--- config.mk ---
export PLATFORM = sky130hd
export DESIGN_NAME = timer8_wave
export DESIGN_NICKNAME = d
export VERILOG_FILES = /design/src/timer8_pkg.sv /design/src/ch_compare.sv /design/src/ch_wave.sv /design/src/timer8_wave.sv
export SDC_FILE = /design/constraint.sdc
export NUM_CORES = 1
export LEC_CHECK = 0
export ABC_AREA = 0
export BUFFER_PORTS_ARGS = -buffer_cell sky130_fd_sc_hd__buf_2
export CORE_MARGIN = 5
export CORE_UTILIZATION = 58
export CTS_CLUSTER_DIAMETER = 150
export DETAILED_ROUTE_END_ITERATION = 8
export PLACE_DENSITY_LB_ADDON = 0.25
export SYNTH_ARGS = -nofsm -noshare
export SYNTH_HDL_FRONTEND = slang
export SYNTH_HIERARCHICAL = 1
export SYNTH_SLANG_ARGS = --single-unit
--- constraint.sdc ---
create_clock -name clk_sys -period 3.6 [get_ports clk_sys]
set_input_delay 0.9 -clock clk_sys [delete_from_list [all_inputs] [get_ports clk_sys]]
set_output_delay 0.9 -clock clk_sys [all_outputs]
set_load 0.05 [all_outputs]
--- src/timer8_pkg.sv ---
// Constants, mode codes and shared decoding for the 8-bit waveform timer.
// Assumes a single clock domain; every consumer imports the whole package.
// Contract
// - Normal mode counts up, wraps FF to 00
// - Normal mode overflow flag set at zero
// - Mode 2 clears counter on compare A
// - Clear-on-compare compare A written directly, unbuffered
// - Clear-on-compare action 1 toggles output on match
// - Compare A zero toggles every tick
// - Clear-on-compare overflow flag set at MAX wrap
// - Modes 3/7 single slope, TOP FF or A
// - Fast mode clears one tick after TOP
// - Fast actions: 2 clear/set, 3 set/clear
// - Fast mode overflow flag set at TOP
// - Fast extremes: spike at BOTTOM, constant at MAX
// - Fast action 1 toggles, compare stays buffered
// - Modes 1/5 count dual slope up, down
// - Phase mode holds TOP exactly one tick
// - Phase actions: up-match and down-match levels
// - Phase mode overflow flag set at BOTTOM
// - Phase extremes: BOTTOM low, MAX high
// - Phase output takes up level at BOTTOM only when compare is zero, was MAX or missed
// - Output actions never change counting sequence
// - Pin driven only when direction selects output
// - Compare flag set next tick, cleared by one
// - PWM compare writes buffered, copied at TOP
// - Counter write blocks matches for next tick
`default_nettype none

package timer8_pkg;

   localparam int         CNT_W         = 8;
   localparam logic [7:0] CNT_BOTTOM    = 8'h00;
   localparam logic [7:0] CNT_MAX       = 8'hFF;
   localparam logic [7:0] CNT_ONE       = 8'h01;
   localparam logic [7:0] CMP_RESET     = 8'h00;

   localparam logic [2:0] MODE_NORMAL   = 3'h0;
   localparam logic [2:0] MODE_PHASE_FF = 3'h1;
   localparam logic [2:0] MODE_CLEAR    = 3'h2;
   localparam logic [2:0] MODE_FAST_FF  = 3'h3;
   localparam logic [2:0] MODE_PHASE_A  = 3'h5;
   localparam logic [2:0] MODE_FAST_A   = 3'h7;

   localparam logic [1:0] ACT_NONE      = 2'h0;
   localparam logic [1:0] ACT_TOGGLE    = 2'h1;
   localparam logic [1:0] ACT_CLEAR     = 2'h2;
   localparam logic [1:0] ACT_SET       = 2'h3;

   typedef enum logic [3:0] {
      K_NORMAL = 4'b0001,
      K_CLEAR  = 4'b0010,
      K_FAST   = 4'b0100,
      K_PHASE  = 4'b1000
   } kind_t;

   // Reserved mode codes fall back to plain up-counting.
   function automatic kind_t decode_kind(input logic [2:0] m);
      case (m)
         MODE_NORMAL:                 decode_kind = K_NORMAL;
         MODE_CLEAR:                  decode_kind = K_CLEAR;
         MODE_FAST_FF, MODE_FAST_A:   decode_kind = K_FAST;
         MODE_PHASE_FF, MODE_PHASE_A: decode_kind = K_PHASE;
         default:                     decode_kind = K_NORMAL;
      endcase
   endfunction

   function automatic logic top_from_a(input logic [2:0] m);
      top_from_a = (m == MODE_FAST_A) || (m == MODE_PHASE_A);
   endfunction

endpackage

`default_nettype wire

--- src/ch_compare.sv ---
// One compare channel: compare register with its PWM buffer, match and flag.
// Assumes timer_tick is a one-cycle enable on clk_sys.
`default_nettype none

module ch_compare
   import timer8_pkg::*;
(
   input  wire logic       clk_sys,
   input  wire logic       resetn,
   input  wire logic       timer_tick,
   input  wire logic       buffered,
   input  wire logic       update,
   input  wire logic       cmp_wr,
   input  wire logic [7:0] cmp_wdata,
   input  wire logic [7:0] cnt,
   input  wire logic       blocked,
   input  wire logic       flag_clr,
   output logic      [7:0] cmp_value,
   output logic            cmp_flag,
   output logic            match
);
   typedef struct packed {
      logic [7:0] act;
      logic [7:0] buffer;
      logic       pend;
      logic       flag;
   } cmp_state_t;

   cmp_state_t st_ff;
   cmp_state_t nxt_st;

   assign match     = timer_tick && !blocked && (cnt == st_ff.act);
   assign cmp_value = st_ff.act;
   assign cmp_flag  = st_ff.flag;

   always_comb begin
      nxt_st = st_ff;
      if (timer_tick && update) begin
         nxt_st.act = st_ff.buffer;
      end
      if (cmp_wr) begin
         nxt_st.buffer = cmp_wdata;
         if (!buffered) begin
            nxt_st.act = cmp_wdata;
         end
      end
      if (timer_tick) begin
         nxt_st.pend = match;
      end
      if (flag_clr) begin
         nxt_st.flag = 1'b0;
      end
      // A set landing on the clear cycle wins so no match is lost.
      if (timer_tick && st_ff.pend) begin
         nxt_st.flag = 1'b1;
      end
   end

   always_ff @(posedge clk_sys) begin
      if (!resetn) begin
         st_ff <= '{act: CMP_RESET, buffer: CMP_RESET, pend: 1'b0, flag: 1'b0};
      end else begin
         st_ff <= nxt_st;
      end
   end

endmodule

`default_nettype wire

--- src/ch_wave.sv ---
// Waveform state of one compare channel, stepped by matches and slope events.
// Assumes match, at_top and at_bottom are already qualified by timer_tick.
`default_nettype none

module ch_wave
   import timer8_pkg::*;
(
   input  wire logic         clk_sys,
   input  wire logic         resetn,
   input  wire timer8_pkg::kind_t kind,
   input  wire logic [1:0]   action,
   input  wire logic         match,
   input  wire logic         down,
   input  wire logic         at_top,
   input  wire logic         at_bottom,
   input  wire logic         ocr_is_top,
   input  wire logic         ocr_is_zero,
   input  wire logic         wr_above,
   output logic              wave
);
   typedef struct packed {
      logic wave;
      logic was_max;
      logic missed;
   } wave_state_t;

   wave_state_t st_ff;
   wave_state_t nxt_st;
   logic        lvl_up;

   function automatic logic apply_act(input logic [1:0] a, input logic w);
      case (a)
         ACT_TOGGLE: apply_act = !w;
         ACT_CLEAR:  apply_act = 1'b0;
         ACT_SET:    apply_act = 1'b1;
         default:    apply_act = w;
      endcase
   endfunction

   assign wave   = st_ff.wave;
   assign lvl_up = (action == ACT_SET);

   always_comb begin
      nxt_st = st_ff;
      if (wr_above) begin
         nxt_st.missed = 1'b1;
      end
      case (kind)
         K_FAST: begin
            if (match) begin
               nxt_st.wave = apply_act(action, st_ff.wave);
            end
            // The BOTTOM action wins, which gives the constant level at MAX.
            if (at_top && action[1]) begin
               nxt_st.wave = !lvl_up;
            end
         end
         K_PHASE: begin
            if (match) begin
               if (action == ACT_TOGGLE) begin
                  nxt_st.wave = !st_ff.wave;
               end else if (action[1]) begin
                  nxt_st.wave = (down || at_top) ? !lvl_up : lvl_up;
               end
               if (!down && !at_top) begin
                  nxt_st.missed = 1'b0;
               end
            end
            if (at_top) begin
               nxt_st.was_max = ocr_is_top;
            end
            if (at_bottom) begin
               nxt_st.missed = 1'b0;
               if (action[1] && !ocr_is_top && (ocr_is_zero || st_ff.was_max || st_ff.missed)) begin
                  nxt_st.wave = lvl_up;
               end
            end
         end
         default: begin
            if (match) begin
               nxt_st.wave = apply_act(action, st_ff.wave);
            end
         end
      endcase
   end

   always_ff @(posedge clk_sys) begin
      if (!resetn) begin
         st_ff <= '{wave: 1'b0, was_max: 1'b0, missed: 1'b0};
      end else begin
         st_ff <= nxt_st;
      end
   end

endmodule

`default_nettype wire

--- src/timer8_wave.sv ---
// Top of the 8-bit waveform timer: counter, overflow flag, two channels, pins.
// Assumes all control ports come from logic on clk_sys and timer_tick is a
// one-cycle prescaler enable; software strobes are one-cycle pulses.
`default_nettype none

module timer8_wave
   import timer8_pkg::*;
(
   input  wire logic       clk_sys,
   input  wire logic       resetn,
   input  wire logic       timer_tick,
   input  wire logic [2:0] wave_mode_sel,
   input  wire logic [1:0] out_action_sel_a,
   input  wire logic [1:0] out_action_sel_b,
   input  wire logic       count_wr,
   input  wire logic [7:0] count_wdata,
   input  wire logic       compare_wr_a,
   input  wire logic       compare_wr_b,
   input  wire logic [7:0] compare_wdata,
   input  wire logic       overflow_clr,
   input  wire logic       compare_clr_a,
   input  wire logic       compare_clr_b,
   input  wire logic       port_data_a,
   input  wire logic       port_data_b,
   input  wire logic       pin_dir_a,
   input  wire logic       pin_dir_b,
   output logic      [7:0] count_value,
   output logic      [7:0] compare_value_a,
   output logic      [7:0] compare_value_b,
   output logic            overflow_flag,
   output logic            compare_flag_a,
   output logic            compare_flag_b,
   output logic            wave_out_a,
   output logic            wave_out_b,
   output logic            pin_out_a,
   output logic            pin_oe_a,
   output logic            pin_out_b,
   output logic            pin_oe_b
);
   import timer8_pkg::*;

   typedef struct packed {
      logic [7:0] cnt;
      logic       down;
      logic       blocked;
      logic       ovf;
      logic [1:0] pin_out;
      logic [1:0] pin_oe;
   } top_state_t;

   top_state_t st_ff;
   top_state_t nxt_st;

   kind_t      kind;
   logic [7:0] top_val;
   logic       at_top;
   logic       at_bottom;
   logic       buffered;
   logic       update;
   logic       fast_wrap;
   logic       phase_bottom;

   logic [1:0] match_w;
   logic [1:0] flag_w;
   logic [1:0] wave_w;
   logic [1:0] cmp_wr_w;
   logic [1:0] cmp_clr_w;
   logic [1:0] act_w [2];
   logic [7:0] cmp_w [2];
   logic [1:0] port_w;
   logic [1:0] dir_w;

   // Only the mode field and compare A steer counting; the action fields never reach it.
   assign kind      = decode_kind(wave_mode_sel);
   assign top_val   = top_from_a(wave_mode_sel) ? cmp_w[0] : CNT_MAX;
   assign at_top    = (st_ff.cnt == top_val);
   assign at_bottom = (st_ff.cnt == CNT_BOTTOM);
   assign buffered  = (kind == K_FAST) || (kind == K_PHASE);
   assign update    = buffered && at_top;

   assign fast_wrap    = timer_tick && (kind == K_FAST) && at_top;
   assign phase_bottom = timer_tick && (kind == K_PHASE) && at_bottom;

   assign cmp_wr_w  = {compare_wr_b, compare_wr_a};
   assign cmp_clr_w = {compare_clr_b, compare_clr_a};
   assign act_w[0]  = out_action_sel_a;
   assign act_w[1]  = out_action_sel_b;
   assign port_w    = {port_data_b, port_data_a};
   assign dir_w     = {pin_dir_b, pin_dir_a};

   genvar gi;
   generate
      for (gi = 0; gi < 2; gi++) begin : g_ch
         ch_compare u_cmp (
            .clk_sys    (clk_sys),
            .resetn     (resetn),
            .timer_tick (timer_tick),
            .buffered   (buffered),
            .update     (update),
            .cmp_wr     (cmp_wr_w[gi]),
            .cmp_wdata  (compare_wdata),
            .cnt        (st_ff.cnt),
            .blocked    (st_ff.blocked),
            .flag_clr   (cmp_clr_w[gi]),
            .cmp_value  (cmp_w[gi]),
            .cmp_flag   (flag_w[gi]),
            .match      (match_w[gi])
         );

         ch_wave u_wave (
            .clk_sys     (clk_sys),
            .resetn      (resetn),
            .kind        (kind),
            .action      (act_w[gi]),
            .match       (match_w[gi]),
            .down        (st_ff.down),
            .at_top      ((kind == K_FAST) ? fast_wrap : (timer_tick && at_top)),
            .at_bottom   (phase_bottom),
            .ocr_is_top  (cmp_w[gi] == top_val),
            .ocr_is_zero (cmp_w[gi] == CNT_BOTTOM),
            .wr_above    (count_wr && (count_wdata > cmp_w[gi])),
            .wave        (wave_w[gi])
         );
      end
   endgenerate

   always_comb begin
      nxt_st = st_ff;
      // Clearing comes first so that a set in the same cycle wins.
      if (overflow_clr) begin
         nxt_st.ovf = 1'b0;
      end
      if (timer_tick) begin
         nxt_st.blocked = 1'b0;
         case (kind)
            K_CLEAR: begin
               // A compare value below the count is missed until after the wrap.
               if (match_w[0]) begin
                  nxt_st.cnt = CNT_BOTTOM;
               end else begin
                  nxt_st.cnt = 8'(st_ff.cnt + CNT_ONE);
               end
               if (st_ff.cnt == CNT_MAX) begin
                  nxt_st.ovf = 1'b1;
               end
            end
            K_FAST: begin
               if (at_top) begin
                  nxt_st.cnt = CNT_BOTTOM;
                  nxt_st.ovf = 1'b1;
               end else begin
                  nxt_st.cnt = 8'(st_ff.cnt + CNT_ONE);
               end
            end
            K_PHASE: begin
               if (at_bottom) begin
                  nxt_st.ovf = 1'b1;
               end
               // TOP and BOTTOM are each seen for one tick before the turn.
               if (!st_ff.down && at_top && !at_bottom) begin
                  nxt_st.down = 1'b1;
                  nxt_st.cnt  = 8'(st_ff.cnt - CNT_ONE);
               end else if (st_ff.down && !at_bottom) begin
                  nxt_st.cnt = 8'(st_ff.cnt - CNT_ONE);
               end else begin
                  nxt_st.down = 1'b0;
                  nxt_st.cnt  = 8'(st_ff.cnt + CNT_ONE);
               end
            end
            default: begin
               nxt_st.cnt = 8'(st_ff.cnt + CNT_ONE);
               if (st_ff.cnt == CNT_MAX) begin
                  nxt_st.ovf = 1'b1;
               end
            end
         endcase
         if (kind != K_PHASE) begin
            nxt_st.down = 1'b0;
         end
      end
      // A software write beats counting and holds matches off for one tick.
      if (count_wr) begin
         nxt_st.cnt     = count_wdata;
         nxt_st.blocked = 1'b1;
      end
      for (int i = 0; i < 2; i++) begin
         nxt_st.pin_out[i] = (act_w[i] != ACT_NONE) ? wave_w[i] : port_w[i];
         nxt_st.pin_oe[i]  = dir_w[i];
      end
   end

   always_ff @(posedge clk_sys) begin
      if (!resetn) begin
         st_ff <= '{cnt: CNT_BOTTOM, down: 1'b0, blocked: 1'b0, ovf: 1'b0,
                    pin_out: 2'h0, pin_oe: 2'h0};
      end else begin
         st_ff <= nxt_st;
      end
   end

   assign count_value     = st_ff.cnt;
   assign overflow_flag   = st_ff.ovf;
   assign compare_value_a = cmp_w[0];
   assign compare_value_b = cmp_w[1];
   assign compare_flag_a  = flag_w[0];
   assign compare_flag_b  = flag_w[1];
   assign wave_out_a      = wave_w[0];
   assign wave_out_b      = wave_w[1];
   assign pin_out_a       = st_ff.pin_out[0];
   assign pin_oe_a        = st_ff.pin_oe[0];
   assign pin_out_b       = st_ff.pin_out[1];
   assign pin_oe_b        = st_ff.pin_oe[1];

   // Helper for the turn check at TOP.
   logic [7:0] top_less;
   assign top_less = 8'(top_val - CNT_ONE);
endmodule

`default_nettype wire

==> results of run 1 <==
[Yosys cell counts (all sizes together) (4+ instances only)]
cell,number,share of area
nand4,8,0.011
nor2,28,0.025
nor3b,8,0.013
dfxtp,57,0.25
ha,19,0.052
clkbuf,16,0.014
buf,41,0.065
nor2b,28,0.039
o21a,4,0.0066
a21oi,32,0.035
a211oi,6,0.0099
xor2,18,0.035
o22ai,4,0.0055
inv,24,0.020
a311oi,4,0.0091
and3,6,0.0083
and2,6,0.0083
a31oi,7,0.0096
a21boi,4,0.0074
nor3,16,0.020
nand2,48,0.041
nor4,14,0.023
a21o,6,0.010
o211a,18,0.040
nand2b,9,0.012
xnor2,20,0.039
mux2i,19,0.042
nand3,45,0.050
o21ai,22,0.024
o221a,4,0.0099
[registers in the layout (all words and copies together), names as in the netlist]
signal / cells
g_ch.u_cmp/st_ff: 18
g_ch.u_cmp/cmp_value: 16
count_value: 8
g_ch.u_wave/st_ff: 4
g_ch.u_cmp/cmp_flag: 2
g_ch.u_wave/wave: 2
st_ff: 2
overflow_flag: 1
pin_oe_a: 1
pin_oe_b: 1
pin_out_a: 1
pin_out_b: 1
[per-layer routing]
metal,global-route usage,share of wire
met1,0.343,0.41
met2,0.453,0.46
met3,0.0594,0.087
met4,0.130,0.040
met5,0,0
[kinds of logic after synthesis]
kind of cell             after synthesis  share of synthesized area
multiplexers                          19                     0.0418
XOR/XNOR                              38                     0.0732
adder cells (fa/ha/maj)               19                     0.0523
AND/OR/NAND/NOR                      229                      0.277
flip-flops                            57                      0.251
buffers and inverters                 84                      0.102
AO/OA/AOI/OAI                        129                      0.203
[through the flow]
step	area [µm²]	power (mW)	hold WS, ns	util
2_1_floorplan	4540	1.10	0.439	-
3_3_place_gp	4730	1.20	0.451	0.615
3_5_place_dp	4730	1.21	0.458	0.615
4_1_cts	4930	1.85	0.468	0.642
5_1_grt	4930	1.94	0.492	0.642
6_report	4930	1.85	0.461	0.642
[worst paths after layout]
kind | from | end | slack (ns)
max reg2reg | count_value[4] | g_ch[1].u_wave/wave | 0.72
min | g_ch[0].u_cmp/st_ff[1] | g_ch[0].u_cmp/cmp_flag | 0.46
min reg2reg | g_ch[0].u_cmp/st_ff[1] | g_ch[0].u_cmp/cmp_flag | 0.46
max | wave_mode_sel[0] | g_ch[1].u_wave/wave | 0.60
[worst max-delay path: stages]
cell and delay (ns):
sky130_fd_sc_hd__buf_2 0.18, sky130_fd_sc_hd__and2_1 0.37, sky130_fd_sc_hd__a32o_1 0.22, sky130_fd_sc_hd__o32a_1 0.25, sky130_fd_sc_hd__and3_1 0.46, sky130_fd_sc_hd__nor2_1 0.15, sky130_fd_sc_hd__a211oi_1 0.29, sky130_fd_sc_hd__o21a_1 0.14
sky130_fd_sc_hd__nor3_1 0.04, sky130_fd_sc_hd__o31a_1 0.23
[power by group through the flow]
stage	Combinational (mW)	Clock (mW)	Sequential, mW
after global routing	0.522	0.686	0.735
final	0.477	0.645	0.730
after floorplan	0.390	0	0.715
after global placement	0.460	0	0.740
after detailed placement	0.470	0	0.742
after CTS	0.474	0.648	0.728
[layout make-up]
| type | count | area (µm²) |
|---|---|---|
| Inverter | 27 | 101 |
| Clock buffer | 12 | 155 |
| Fill cell | 699 | 2750 |
| Timing Repair Buffer | 78 | 415 |
| Multi-Input combinational cell | 434 | 2940 |
| Clock inverter | 4 | 51.3 |
| Sequential cell | 57 | 1140 |
| Tap cell | 102 | 128 |
==> out/metrics.csv, run 1 <==
stage;metric;value;unit
clocking;ctsLongestPathBuffers;2;
power_and_ir_drop;switching_power_of_the_nets;0.645;mW
clocking;clk_transition_reported_paths;0.07;ns
timing;number_of_hold_violations_in_the_final_report;0;
timing;finalWorstSetupSlack;0.602;ns
floorplan;placement_rows;32;
cells_and_area;share_of_post_route_cells_with_drive_strength_above_1;0.181;
placement;place.gp.congestion;0.933;
route;vias;4387;
power_and_ir_drop;power_frac_clock;0.348;
floorplan;fp.dieH;98.5;µm
global_route;wire_length_of_the_first_global_routing_pass;21900;µm
placement;port-buffer-count;68;
power_and_ir_drop;vdd_ir_drop_max;0.000297;V
cells_and_area;layout.cells.most_common_list;sky130_fd_sc_hd__buf_2, sky130_fd_sc_hd__dfxtp_1, sky130_fd_sc_hd__nand2_1, sky130_fd_sc_hd__nand3_1, sky130_fd_sc_hd__a21oi_1;
placement;dp_hpwl;9510;µm
floorplan;die_area;0.00971;mm²
floorplan;core_area;0.00769;mm²
route;drt_first_pass_iters;6;
yosys;ys_async_sr_fraction;0;
timing;final-setup-viol-count;0;
cells_and_area;layoutNonFillerInstCount;714;
route;totalWireLength;13200;µm
clocking;ctsHoldBuffers;0;
placement;placed_cells;698;
power_and_ir_drop;p_per_cell_area;375;mW/mm²
timing;rsz_0062_raised_after_global_routing;false;
floorplan;effective_utilization_at_floorplan;0.591;
min_path;worst_hold_path_type;reg2reg;
min_path;hold-path-cell-count;2;
critical_path;reg2regPathDepth;9;
critical_path;worstPathArrival;3.23;ns
yosys;yosysUniqueCellTypes;61;
timing;clock_skew_after_layout;0.0112;ns
floorplan;die_x;98.5;µm
critical_path;end_kind;flop;
global_route;grt_remaining_overflow;0;
timing;worst_pin_slew;1.05;ns
critical_path;cp.required;3.83;ns
route;detail_route.iter0.violations;516;
yosys;mappedNetlistArea;0.00454;mm²
global_route;groute.usage.overall;0.276;
critical_path;category_of_the_critical_setup_timing_path;in2reg;
outcome;status;finished clean;
timing;clock_period_minus_worst_slack;3.00;ns
route;antenna_left;0;
global_route;grt_antenna_before_repair;0;
yosys;synth_edf_count;0;
timing;drv_slew;0;
floorplan;io_pins;69;
power_and_ir_drop;total_leakage_power;2.18;nW
global_route;number_of_global_route_vias_before_repair;4410;
route;number_of_drc_violations_after_detailed_routing;0;
cells_and_area;num_antenna_cells;0;
yosys;synthCells;575;
yosys;synth_warnings;6;
cells_and_area;area.growth.synth_to_final;8.56;%
yosys;main_flop_type_after_synthesis;sky130_fd_sc_hd__dfxtp_1;
timing;setup_tns;0;ns
placement;detailedPlace.worstSlack;0.296;ns
critical_path;critical_path.startpoint_type;primary input;
cells_and_area;num-nets-final;662;
clocking;cts.repair.resized;0;
clocking;cts_sinks;57;
cells_and_area;layout.cells.most_common;sky130_fd_sc_hd__buf_2;
clocking;cts_tree;done;
timing;peak_clock_frequency_supported_by_timing;334;MHz
yosys;synth_area_per_cell;7.90;µm²
power_and_ir_drop;power.share.combinational;0.257;
critical_path;crit_path_max_fanout;12;
route;detail_route.vias_per_cell;6.14;
yosys;synth.yosys.seq_area_share;0.251;
yosys;ys_ff_latch;57;
power_and_ir_drop;relative_contribution_of_sequential_cells_to_total_power;0.394;
timing;max-slew-margin-rel;0.301;
clocking;cts.htree.levels;3;
flow_run;max_cap_viol_count;0;
timing;fin_crit_sh;0.833;
power_and_ir_drop;switching_share;0.348;
power_and_ir_drop;internal_power;1.21;mW
clocking;worstSkewPairLatency;0.34;ns
clocking;setup_repair_bufs_after_cts;0;
route;detail_route.wl_per_cell;18.5;µm
yosys;number_of_nets_produced_by_synthesis;630;
clocking;cts-root-buf;sky130_fd_sc_hd__clkbuf_8;
clocking;numCtsBuffers;9;
global_route;grt_start_max_net_pins;34;
Power figures use the tool's default switching activity.
==> inputs of run 2 (changes only) <==
Settings changed: ABC_AREA 0 to 1, CORE_UTILIZATION 58 to 59.
Clock period 3.6 ns to 2.96 ns, I/O delays scaled along.
==> run 2 against run 1 <==
  * Clock skew up 0.0021 ns
  * Clock power increased by 2%
  * Final area grew 4.5%
  * Routed wire length increased by 8.6%
  * Critical path type unchanged
  * Critical endpoint is now g_ch[0].u_cmp/cmp_value[4]
  * Largest power group unchanged
  * Highest routed layer unchanged
==> out/metrics.csv, run 2 <==
stage;metric;value;unit;change
flow_run;max_cap_viol_count;0;;unchanged
placement;place.gp.congestion;1.03;;+10%
yosys;synthCells;763;;+33%
route;totalWireLength;14400;µm;+8.6%
timing;finalHoldWorstSlack;0.456;ns;-0.00498 ns
placement;port-buffer-count;68;;unchanged
cells_and_area;fillers;742;;+6.2%
clocking;clk_transition_reported_paths;0.07;ns;about the same
global_route;groute.usage.overall;0.292;;+0.0165
critical_path;category_of_the_critical_setup_timing_path;in2reg;;
floorplan;placement_rows;32;;unchanged
yosys;yosysUniqueCellTypes;39;;-36%
min_path;min-delay-start;g_ch[1].u_cmp/st_ff[2];;
clocking;ctsHoldBuffers;0;;unchanged
yosys;synth_area_per_cell;6.22;µm²;-21%
critical_path;reg2regPathDepth;12;;+3
clocking;cts.htree.levels;3;;unchanged
yosys;synth_top_cells_by_area;sky130_fd_sc_hd__dfxtp_1, sky130_fd_sc_hd__nand2_1, sky130_fd_sc_hd__inv_1;;
critical_path;crit_path_top_delay_cell;sky130_fd_sc_hd__buf_2;;
floorplan;core_area;0.00777;mm²;+1.0%
timing;clock_period_minus_worst_slack;2.48;ns;
timing;final-setup-viol-count;0;;unchanged
yosys;synthMostInstantiatedCell;sky130_fd_sc_hd__nand2_1;;
global_route;grt_start_max_net_pins;24;;-29%
min_path;worst_hold_path_type;reg2reg;;
critical_path;critical_path.startpoint_type;primary input;;
route;number_of_drc_violations_after_detailed_routing;0;;unchanged
timing;peak_clock_frequency_supported_by_timing;404;MHz;
power_and_ir_drop;p_per_cell_area;434;mW/mm²;+16%
min_path;hold-path-cell-count;1;;-1
floorplan;fp.dieH;99.7;µm;+1.2%
timing;setup_tns;0;ns;unchanged
min_path;min_to;g_ch[1].u_cmp/st_ff[2];;
timing;rsz_0062_raised_after_global_routing;false;;
critical_path;worstPathBufferInverterCount;2;;+1
yosys;main_flop_type_after_synthesis;sky130_fd_sc_hd__dfxtp_1;;
cells_and_area;num_antenna_cells;0;;unchanged
timing;number_of_hold_violations_in_the_final_report;0;;unchanged
global_route;grt_antenna_before_repair;0;;unchanged
outcome;status;finished clean;;
critical_path;critical_path.reg2reg.startpoint;count_value[2];;
floorplan;die_x;99.7;µm;+1.2%
critical_path;worstPathArrival;2.71;ns;-0.52 ns
power_and_ir_drop;vdd_ir_drop_max;0.000280;V;-5.5%
critical_path;timing.critical_path.slowest_cell_delay;0.25;ns;-0.21 ns
clocking;worstSkewPairLatency;0.35;ns;about the same
clocking;cts-root-buf;sky130_fd_sc_hd__clkbuf_8;;
clocking;setup_repair_bufs_after_cts;0;;unchanged
critical_path;r2r-end;g_ch[0].u_wave/wave;;
global_route;grt_remaining_overflow;0;;unchanged
clocking;cts_sinks;57;;unchanged
critical_path;cp.required;3.19;ns;-0.64 ns
clocking;cts.repair.resized;0;;unchanged
floorplan;die_area;0.00994;mm²;+2.5%
global_route;number_of_global_route_vias_before_repair;4831;;+9.5%
yosys;mappedNetlistArea;0.00475;mm²;+4.5%
clocking;cts_tree;done;;
timing;fin_crit_sh;0.837;;
critical_path;end_kind;flop;;
cells_and_area;layout.cells.most_common;sky130_fd_sc_hd__nand2_1;;
clocking;ctsLongestPathBuffers;2;;unchanged
critical_path;critical_path.top_delay_family;simple AND/OR/NAND/NOR gates;;
timing;drv_slew;0;;unchanged
route;detail_route.wl_per_cell;15.7;µm;-16%
timing;max-slew-margin-rel;0.557;;+0.256
yosys;synth_top_area_cell;sky130_fd_sc_hd__dfxtp_1;;
cells_and_area;fin_area;0.00516;mm²;+4.5%
route;vias;5071;;+16%
route;antenna_left;0;;unchanged
yosys;ys_ff_latch;57;;unchanged
yosys;synth.yosys.seq_area_share;0.240;;-0.0108
critical_path;path_cells;buf_2, nand2_1, nor2_1, nand2_1, nand2_1, nand2_1, nor2_1, nand2_1, nor2_1, nand2_2, inv_2, o21ai_0, a21oi_1, nor3_2;;
critical_path;most_numerous_cell_on_the_critical_path;sky130_fd_sc_hd__nand2_1;;
critical_path;worst-r2r-setup-slack;0.49;ns;-0.23 ns
yosys;synth_warnings;6;;unchanged
placement;dp_hpwl;11000;µm;+16%
yosys;synth_top_cells_by_count;sky130_fd_sc_hd__nand2_1, sky130_fd_sc_hd__inv_1, sky130_fd_sc_hd__nor2_1, sky130_fd_sc_hd__dfxtp_1, sky130_fd_sc_hd__a21oi_1;;
global_route;wire_length_of_the_first_global_routing_pass;23300;µm;+6.2%
cells_and_area;layout.cells.most_common_list;sky130_fd_sc_hd__nand2_1, sky130_fd_sc_hd__inv_1, sky130_fd_sc_hd__nor2_1, sky130_fd_sc_hd__buf_2, sky130_fd_sc_hd__dfxtp_1;;
floorplan;io_pins;69;;unchanged
power_and_ir_drop;report.power.total;2.24;mW;+21%
yosys;ys_async_sr_fraction;0;;unchanged
yosys;number_of_nets_produced_by_synthesis;818;;+30%
floorplan;effective_utilization_at_floorplan;0.611;;+0.0203
yosys;synth_edf_count;0;;unchanged
route;detail_route.vias_per_cell;5.52;;-10%
cells_and_area;num-nets-final;866;;+31%
cells_and_area;number_of_flip_flops_under_the_largest_register_name;18;;unchanged
timing;worst_pin_slew;0.659;ns;-0.386 ns
timing;clock_skew_after_layout;0.0133;ns;+0.00215 ns
placement;dpl-instance-area;0.00498;mm²;+5.4%
cells_and_area;share_of_post_route_cells_with_drive_strength_above_1;0.176;;-0.00490
cells_and_area;post-route-util;0.664;;+0.0221
route;drt_first_pass_iters;5;;-1
yosys;synth_top_cell_area_share;0.240;;-0.0108
power_and_ir_drop;total_leakage_power;2.66;nW;+22%
critical_path;crit_path_max_fanout;13;;+1
cells_and_area;area.growth.synth_to_final;8.56;%;about the same
clocking;numCtsBuffers;9;;unchanged
route;detail_route.iter0.violations;389;;-25%
cells_and_area;largest_register;g_ch.u_cmp/st_ff;;
run 2: worst max path at each step:
| stage | startpoint | depth (start not counted) | slack [ns] | endpoint |
|---|---|---|---|---|
| after floorplan | wave_mode_sel[0] | 16 | 0.56 | g_ch[0].u_wave/wave |
| after global placement | wave_mode_sel[2] | 14 | 0.30 | g_ch[1].u_cmp/cmp_value[4] |
| after detailed placement | wave_mode_sel[2] | 14 | 0.19 | g_ch[1].u_cmp/cmp_value[4] |
| after CTS | wave_mode_sel[2] | 14 | 0.55 | g_ch[1].u_cmp/cmp_value[4] |
| after global routing | wave_mode_sel[0] | 15 | 0.20 | g_ch[1].u_wave/wave |
| final | wave_mode_sel[2] | 14 | 0.48 | g_ch[0].u_cmp/cmp_value[4] |
run 2: metrics by stage:
step,setup WS [ns],std cells
2_1_floorplan,0.562,763
3_3_place_gp,0.300,902
3_5_place_dp,0.192,902
4_1_cts,0.546,918
5_1_grt,0.199,918
6_report,0.483,918
run 2: layer usage:
metal,share of wire,global-route usage,up-vias
met3,0.063,0.0456,47
met1,0.42,0.362,2311
li1,-,-,2521
met2,0.47,0.489,192
met5,0,0,-
met4,0.045,0.147,0
run 2: layout make-up:
type / instances / area [µm²] / area share
multi-input cells: 544 / 2850 / 0.553
flip-flops and latches: 57 / 1140 / 0.221
inverters: 122 / 458 / 0.0888
repair buffers: 77 / 408 / 0.0791
clock buffers: 11 / 141 / 0.0274
well taps: 102 / 128 / 0.0248
clock inverters: 5 / 31.3 / 0.00607
run 2: where the power goes:
group	internal, mW	switching [mW]	leakage, nW
Combinational	0.219	0.471	2.10
Sequential	0.818	0.0690	0.471
Clock	0.323	0.337	0.0891
Total	1.36	0.877	2.66
run 2: cells by family after synthesis:
| group | Yosys count | share of synthesized area |
|---|---|---|
| AO/OA/AOI/OAI | 118 | 0.153 |
| XOR/XNOR | 20 | 0.0369 |
| adder cells (fa/ha/maj) | 19 | 0.0501 |
| buffers and inverters | 162 | 0.160 |
| flip-flops | 57 | 0.240 |
| AND/OR/NAND/NOR | 387 | 0.360 |
==> inputs of run 3 (changes only) <==
Clock period 2.96 ns to 2.3 ns, I/O delays scaled along.
==> run 3 against run 2 <==
  * Total power grew 37%
  * Clock power grew 46%
  * First-iteration DRC count shrank 6.4%
  * Clock skew shrank 0.0045 ns
  * Final cell count grew 4.0%
  * Critical path depth grew 1
  * Sequential cell count is the same
  * Via count grew 4.7%
  * Die area is the same
  * Critical endpoint is now g_ch[0].u_wave/wave
==> out/metrics.csv, run 3 (synthesis results as in run 2) <==
stage;metric;value;unit;change
route;detailroute.wirelength.met2;7290;µm;+7.3%
timing;drv_slew;0;;unchanged
global_route;grt_remaining_overflow;0;;unchanged
critical_path;worstPathArrival;2.39;ns;-0.32 ns
floorplan;fp.dieH;99.7;µm;unchanged
route;detail_route.iter0.violations;364;;-6.4%
timing;max-slew-margin-rel;0.628;;+0.0715
critical_path;timing.critical_path.slowest_cell_delay;0.50;ns;+0.25 ns
min_path;hold-path-cell-count;3;;+2
timing;fin_crit_sh;0.936;;
clocking;cts.repair.resized;0;;unchanged
cells_and_area;share_of_post_route_cells_with_drive_strength_above_1;0.218;;+0.0416
cells_and_area;layout.cells.most_common;sky130_fd_sc_hd__nand2_1;;
timing;peak_clock_frequency_supported_by_timing;465;MHz;
clocking;cts_sinks;57;;unchanged
floorplan;io_pins;69;;unchanged
global_route;groute.usage.overall;0.308;;+0.0164
floorplan;die_area;0.00994;mm²;unchanged
cells_and_area;area.growth.synth_to_final;15.3;%;
power_and_ir_drop;p_per_cell_area;559;mW/mm²;+29%
route;detail_route.vias_per_cell;5.56;;+0.64%
outcome;status;finished clean;;
critical_path;end_kind;flop;;
cells_and_area;number_of_flip_flops_under_the_largest_register_name;18;;unchanged
critical_path;reg2regPathDepth;15;;+3
timing;number_of_hold_violations_in_the_final_report;0;;unchanged
cells_and_area;fillers;696;;-6.2%
timing;rsz_0062_raised_after_global_routing;true;;
critical_path;crit_path_top_delay_cell;sky130_fd_sc_hd__dfxtp_1;;
cells_and_area;largest_register;g_ch.u_cmp/st_ff;;
route;drt_first_pass_iters;6;;+1
global_route;grt_antenna_before_repair;0;;unchanged
route;antenna_left;0;;unchanged
critical_path;worstPathBufferInverterCount;3;;+1
global_route;number_of_global_route_vias_before_repair;5082;;+5.2%
route;totalWireLength;15000;µm;+4.2%
timing;clock_period_minus_worst_slack;2.15;ns;
cells_and_area;fin_area;0.00548;mm²;+6.2%
power_and_ir_drop;report.power.total;3.06;mW;+37%
timing;worst_pin_slew;0.556;ns;-0.103 ns
clocking;setup_repair_bufs_after_cts;0;;unchanged
placement;detailedPlace.worstSlack;-0.141;ns;-0.333 ns
cells_and_area;multi_input_comb_area;0.00285;mm²;about the same
cells_and_area;num-nets-final;903;;+4.3%
route;number_of_drc_violations_after_detailed_routing;0;;unchanged
placement;placed_cells;939;;+4.1%
route;dr_wl_met3;993;µm;+10%
critical_path;cp.required;2.54;ns;-0.65 ns
floorplan;core_area;0.00777;mm²;unchanged
clocking;cts_tree;done;;
timing;clock_skew_after_layout;0.00884;ns;-0.00450 ns
placement;port-buffer-count;68;;unchanged
min_path;worst_hold_path_type;in2reg;;
critical_path;critical_path_cell_count;15;;+1
timing;finalHoldWorstSlack;0.403;ns;-0.0533 ns
critical_path;most_numerous_cell_on_the_critical_path;sky130_fd_sc_hd__nand2_1;;
route;highest-signal-layer;met4;;
clocking;cts.htree.levels;3;;unchanged
placement;place.gp.congestion;0.984;;-4.3%
floorplan;effective_utilization_at_floorplan;0.611;;unchanged
cells_and_area;regArea;0.00115;mm²;+0.44%
power_and_ir_drop;power.share.combinational;0.316;;+0.008
clocking;ctsHoldBuffers;0;;unchanged
cells_and_area;num_antenna_cells;0;;unchanged
cells_and_area;post-route-util;0.705;;+0.0414
timing;setup_tns;0;ns;unchanged
route;vias;5309;;+4.7%
critical_path;category_of_the_critical_setup_timing_path;reg2reg;;
critical_path;critical_path.top_delay_family;simple AND/OR/NAND/NOR gates;;
route;detail_route.wl_per_cell;15.7;µm;+0.21%
placement;dp_hpwl;12000;µm;+8.5%
route;wl_met1;6150;µm;+1.7%
floorplan;placement_rows;32;;unchanged
critical_path;crit_path_max_fanout;6;;-7
power_and_ir_drop;relative_contribution_of_sequential_cells_to_total_power;0.368;;-0.028
power_and_ir_drop;switching_power_of_the_nets;1.15;mW;+31%
flow_run;max_cap_viol_count;0;;unchanged
clocking;ctsLongestPathBuffers;2;;unchanged
critical_path;critical_path.startpoint_type;flop;;
power_and_ir_drop;switching_share;0.377;;-0.0154
global_route;grt_start_max_net_pins;16;;-33%
power_and_ir_drop;internal_power;1.91;mW;+40%
placement;dpl-instance-area;0.00527;mm²;+5.8%
timing;final-setup-viol-count;0;;unchanged
cells_and_area;layout.cells.most_common_list;sky130_fd_sc_hd__nand2_1, sky130_fd_sc_hd__inv_1, sky130_fd_sc_hd__nor2_1, sky130_fd_sc_hd__buf_2, sky130_fd_sc_hd__dfxtp_1;;
clocking;worstSkewPairLatency;0.35;ns;about the same
clocking;numCtsBuffers;9;;unchanged
clocking;clk_transition_reported_paths;0.07;ns;about the same
cells_and_area;layoutNonFillerInstCount;955;;+4.0%
power_and_ir_drop;vdd_ir_drop_max;0.000424;V;+51%
floorplan;die_x;99.7;µm;unchanged
power_and_ir_drop;power_frac_clock;0.316;;+0.021
critical_path;path_cells;inv_1, nand3_2, nand2_1, nand2_1, nand2_1, nor2_1, nand2_1, nor2_1, buf_12, nand2_1, inv_1, a21oi_1, nand2_1, and2_4, a21oi_2;;
timing;finalWorstSetupSlack;0.147;ns;-0.336 ns
clocking;cts-root-buf;sky130_fd_sc_hd__clkbuf_8;;
global_route;wire_length_of_the_first_global_routing_pass;24400;µm;+4.9%
power_and_ir_drop;total_leakage_power;2.85;nW;+7.3%
## run 3: cell types whose count changed in the layout (fill, tap and decap cells not counted)
cell,change
sky130_fd_sc_hd__buf_12,+1
sky130_fd_sc_hd__buf_4,+36
sky130_fd_sc_hd__bufinv_16,+1
sky130_fd_sc_hd__clkinv_2,-1
sky130_fd_sc_hd__clkinv_4,-1
sky130_fd_sc_hd__clkinvlp_4,+1
sky130_fd_sc_hd__dfxtp_1,-4
sky130_fd_sc_hd__dfxtp_2,+4
sky130_fd_sc_hd__nand2_1,-1
sky130_fd_sc_hd__nand2_2,+1
## run 3: cell type report
| cell class | count | area share |
|---|---|---|
| multi-input combinational | 544 | 0.521 |
| sequential | 57 | 0.209 |
| timing repair buffer | 114 | 0.127 |
| inverter | 122 | 0.0836 |
| clock buffer | 11 | 0.0258 |
| tap | 102 | 0.0233 |
| clock inverter | 5 | 0.0101 |
## run 3: power by group through the flow
| stage | sequential (mW) | combinational, mW | clock, mW |
|---|---|---|---|
| after CTS | 1.12 | 0.955 | 0.977 |
| final | 1.13 | 0.968 | 0.967 |
| after detailed placement | 1.15 | 0.951 | 0 |
| after floorplan | 1.14 | 0.684 | 0 |
| after global routing | 1.13 | 1.07 | 1.03 |
| after global placement | 1.14 | 0.923 | 0 |
## run 3: tightest hold or removal path, cell delays in order
cell and delay, ns:
sky130_fd_sc_hd__buf_2 0.07, sky130_fd_sc_hd__nand2_1 0.04, sky130_fd_sc_hd__inv_1 0.04
## run 3: metal layers
| metal | vias to the layer above | GRT usage |
|---|---|---|
| li1 | 2592 | - |
| met4 | 0 | 0.143 |
| met3 | 47 | 0.0484 |
| met1 | 2454 | 0.368 |
| met2 | 216 | 0.539 |
| met5 | - | 0 |
## run 3: path summary, 6_finish.rpt
check,start,to,slack [ns]
worst min-delay path,pin_dir_a,pin_oe_a,0.40
worst max register to register,g_ch[0].u_cmp/cmp_value[1],g_ch[0].u_wave/wave,0.15
worst min register to register,g_ch[0].u_cmp/st_ff[9],g_ch[0].u_cmp/st_ff[9],0.46
worst max-delay path,g_ch[0].u_cmp/cmp_value[1],g_ch[0].u_wave/wave,0.15
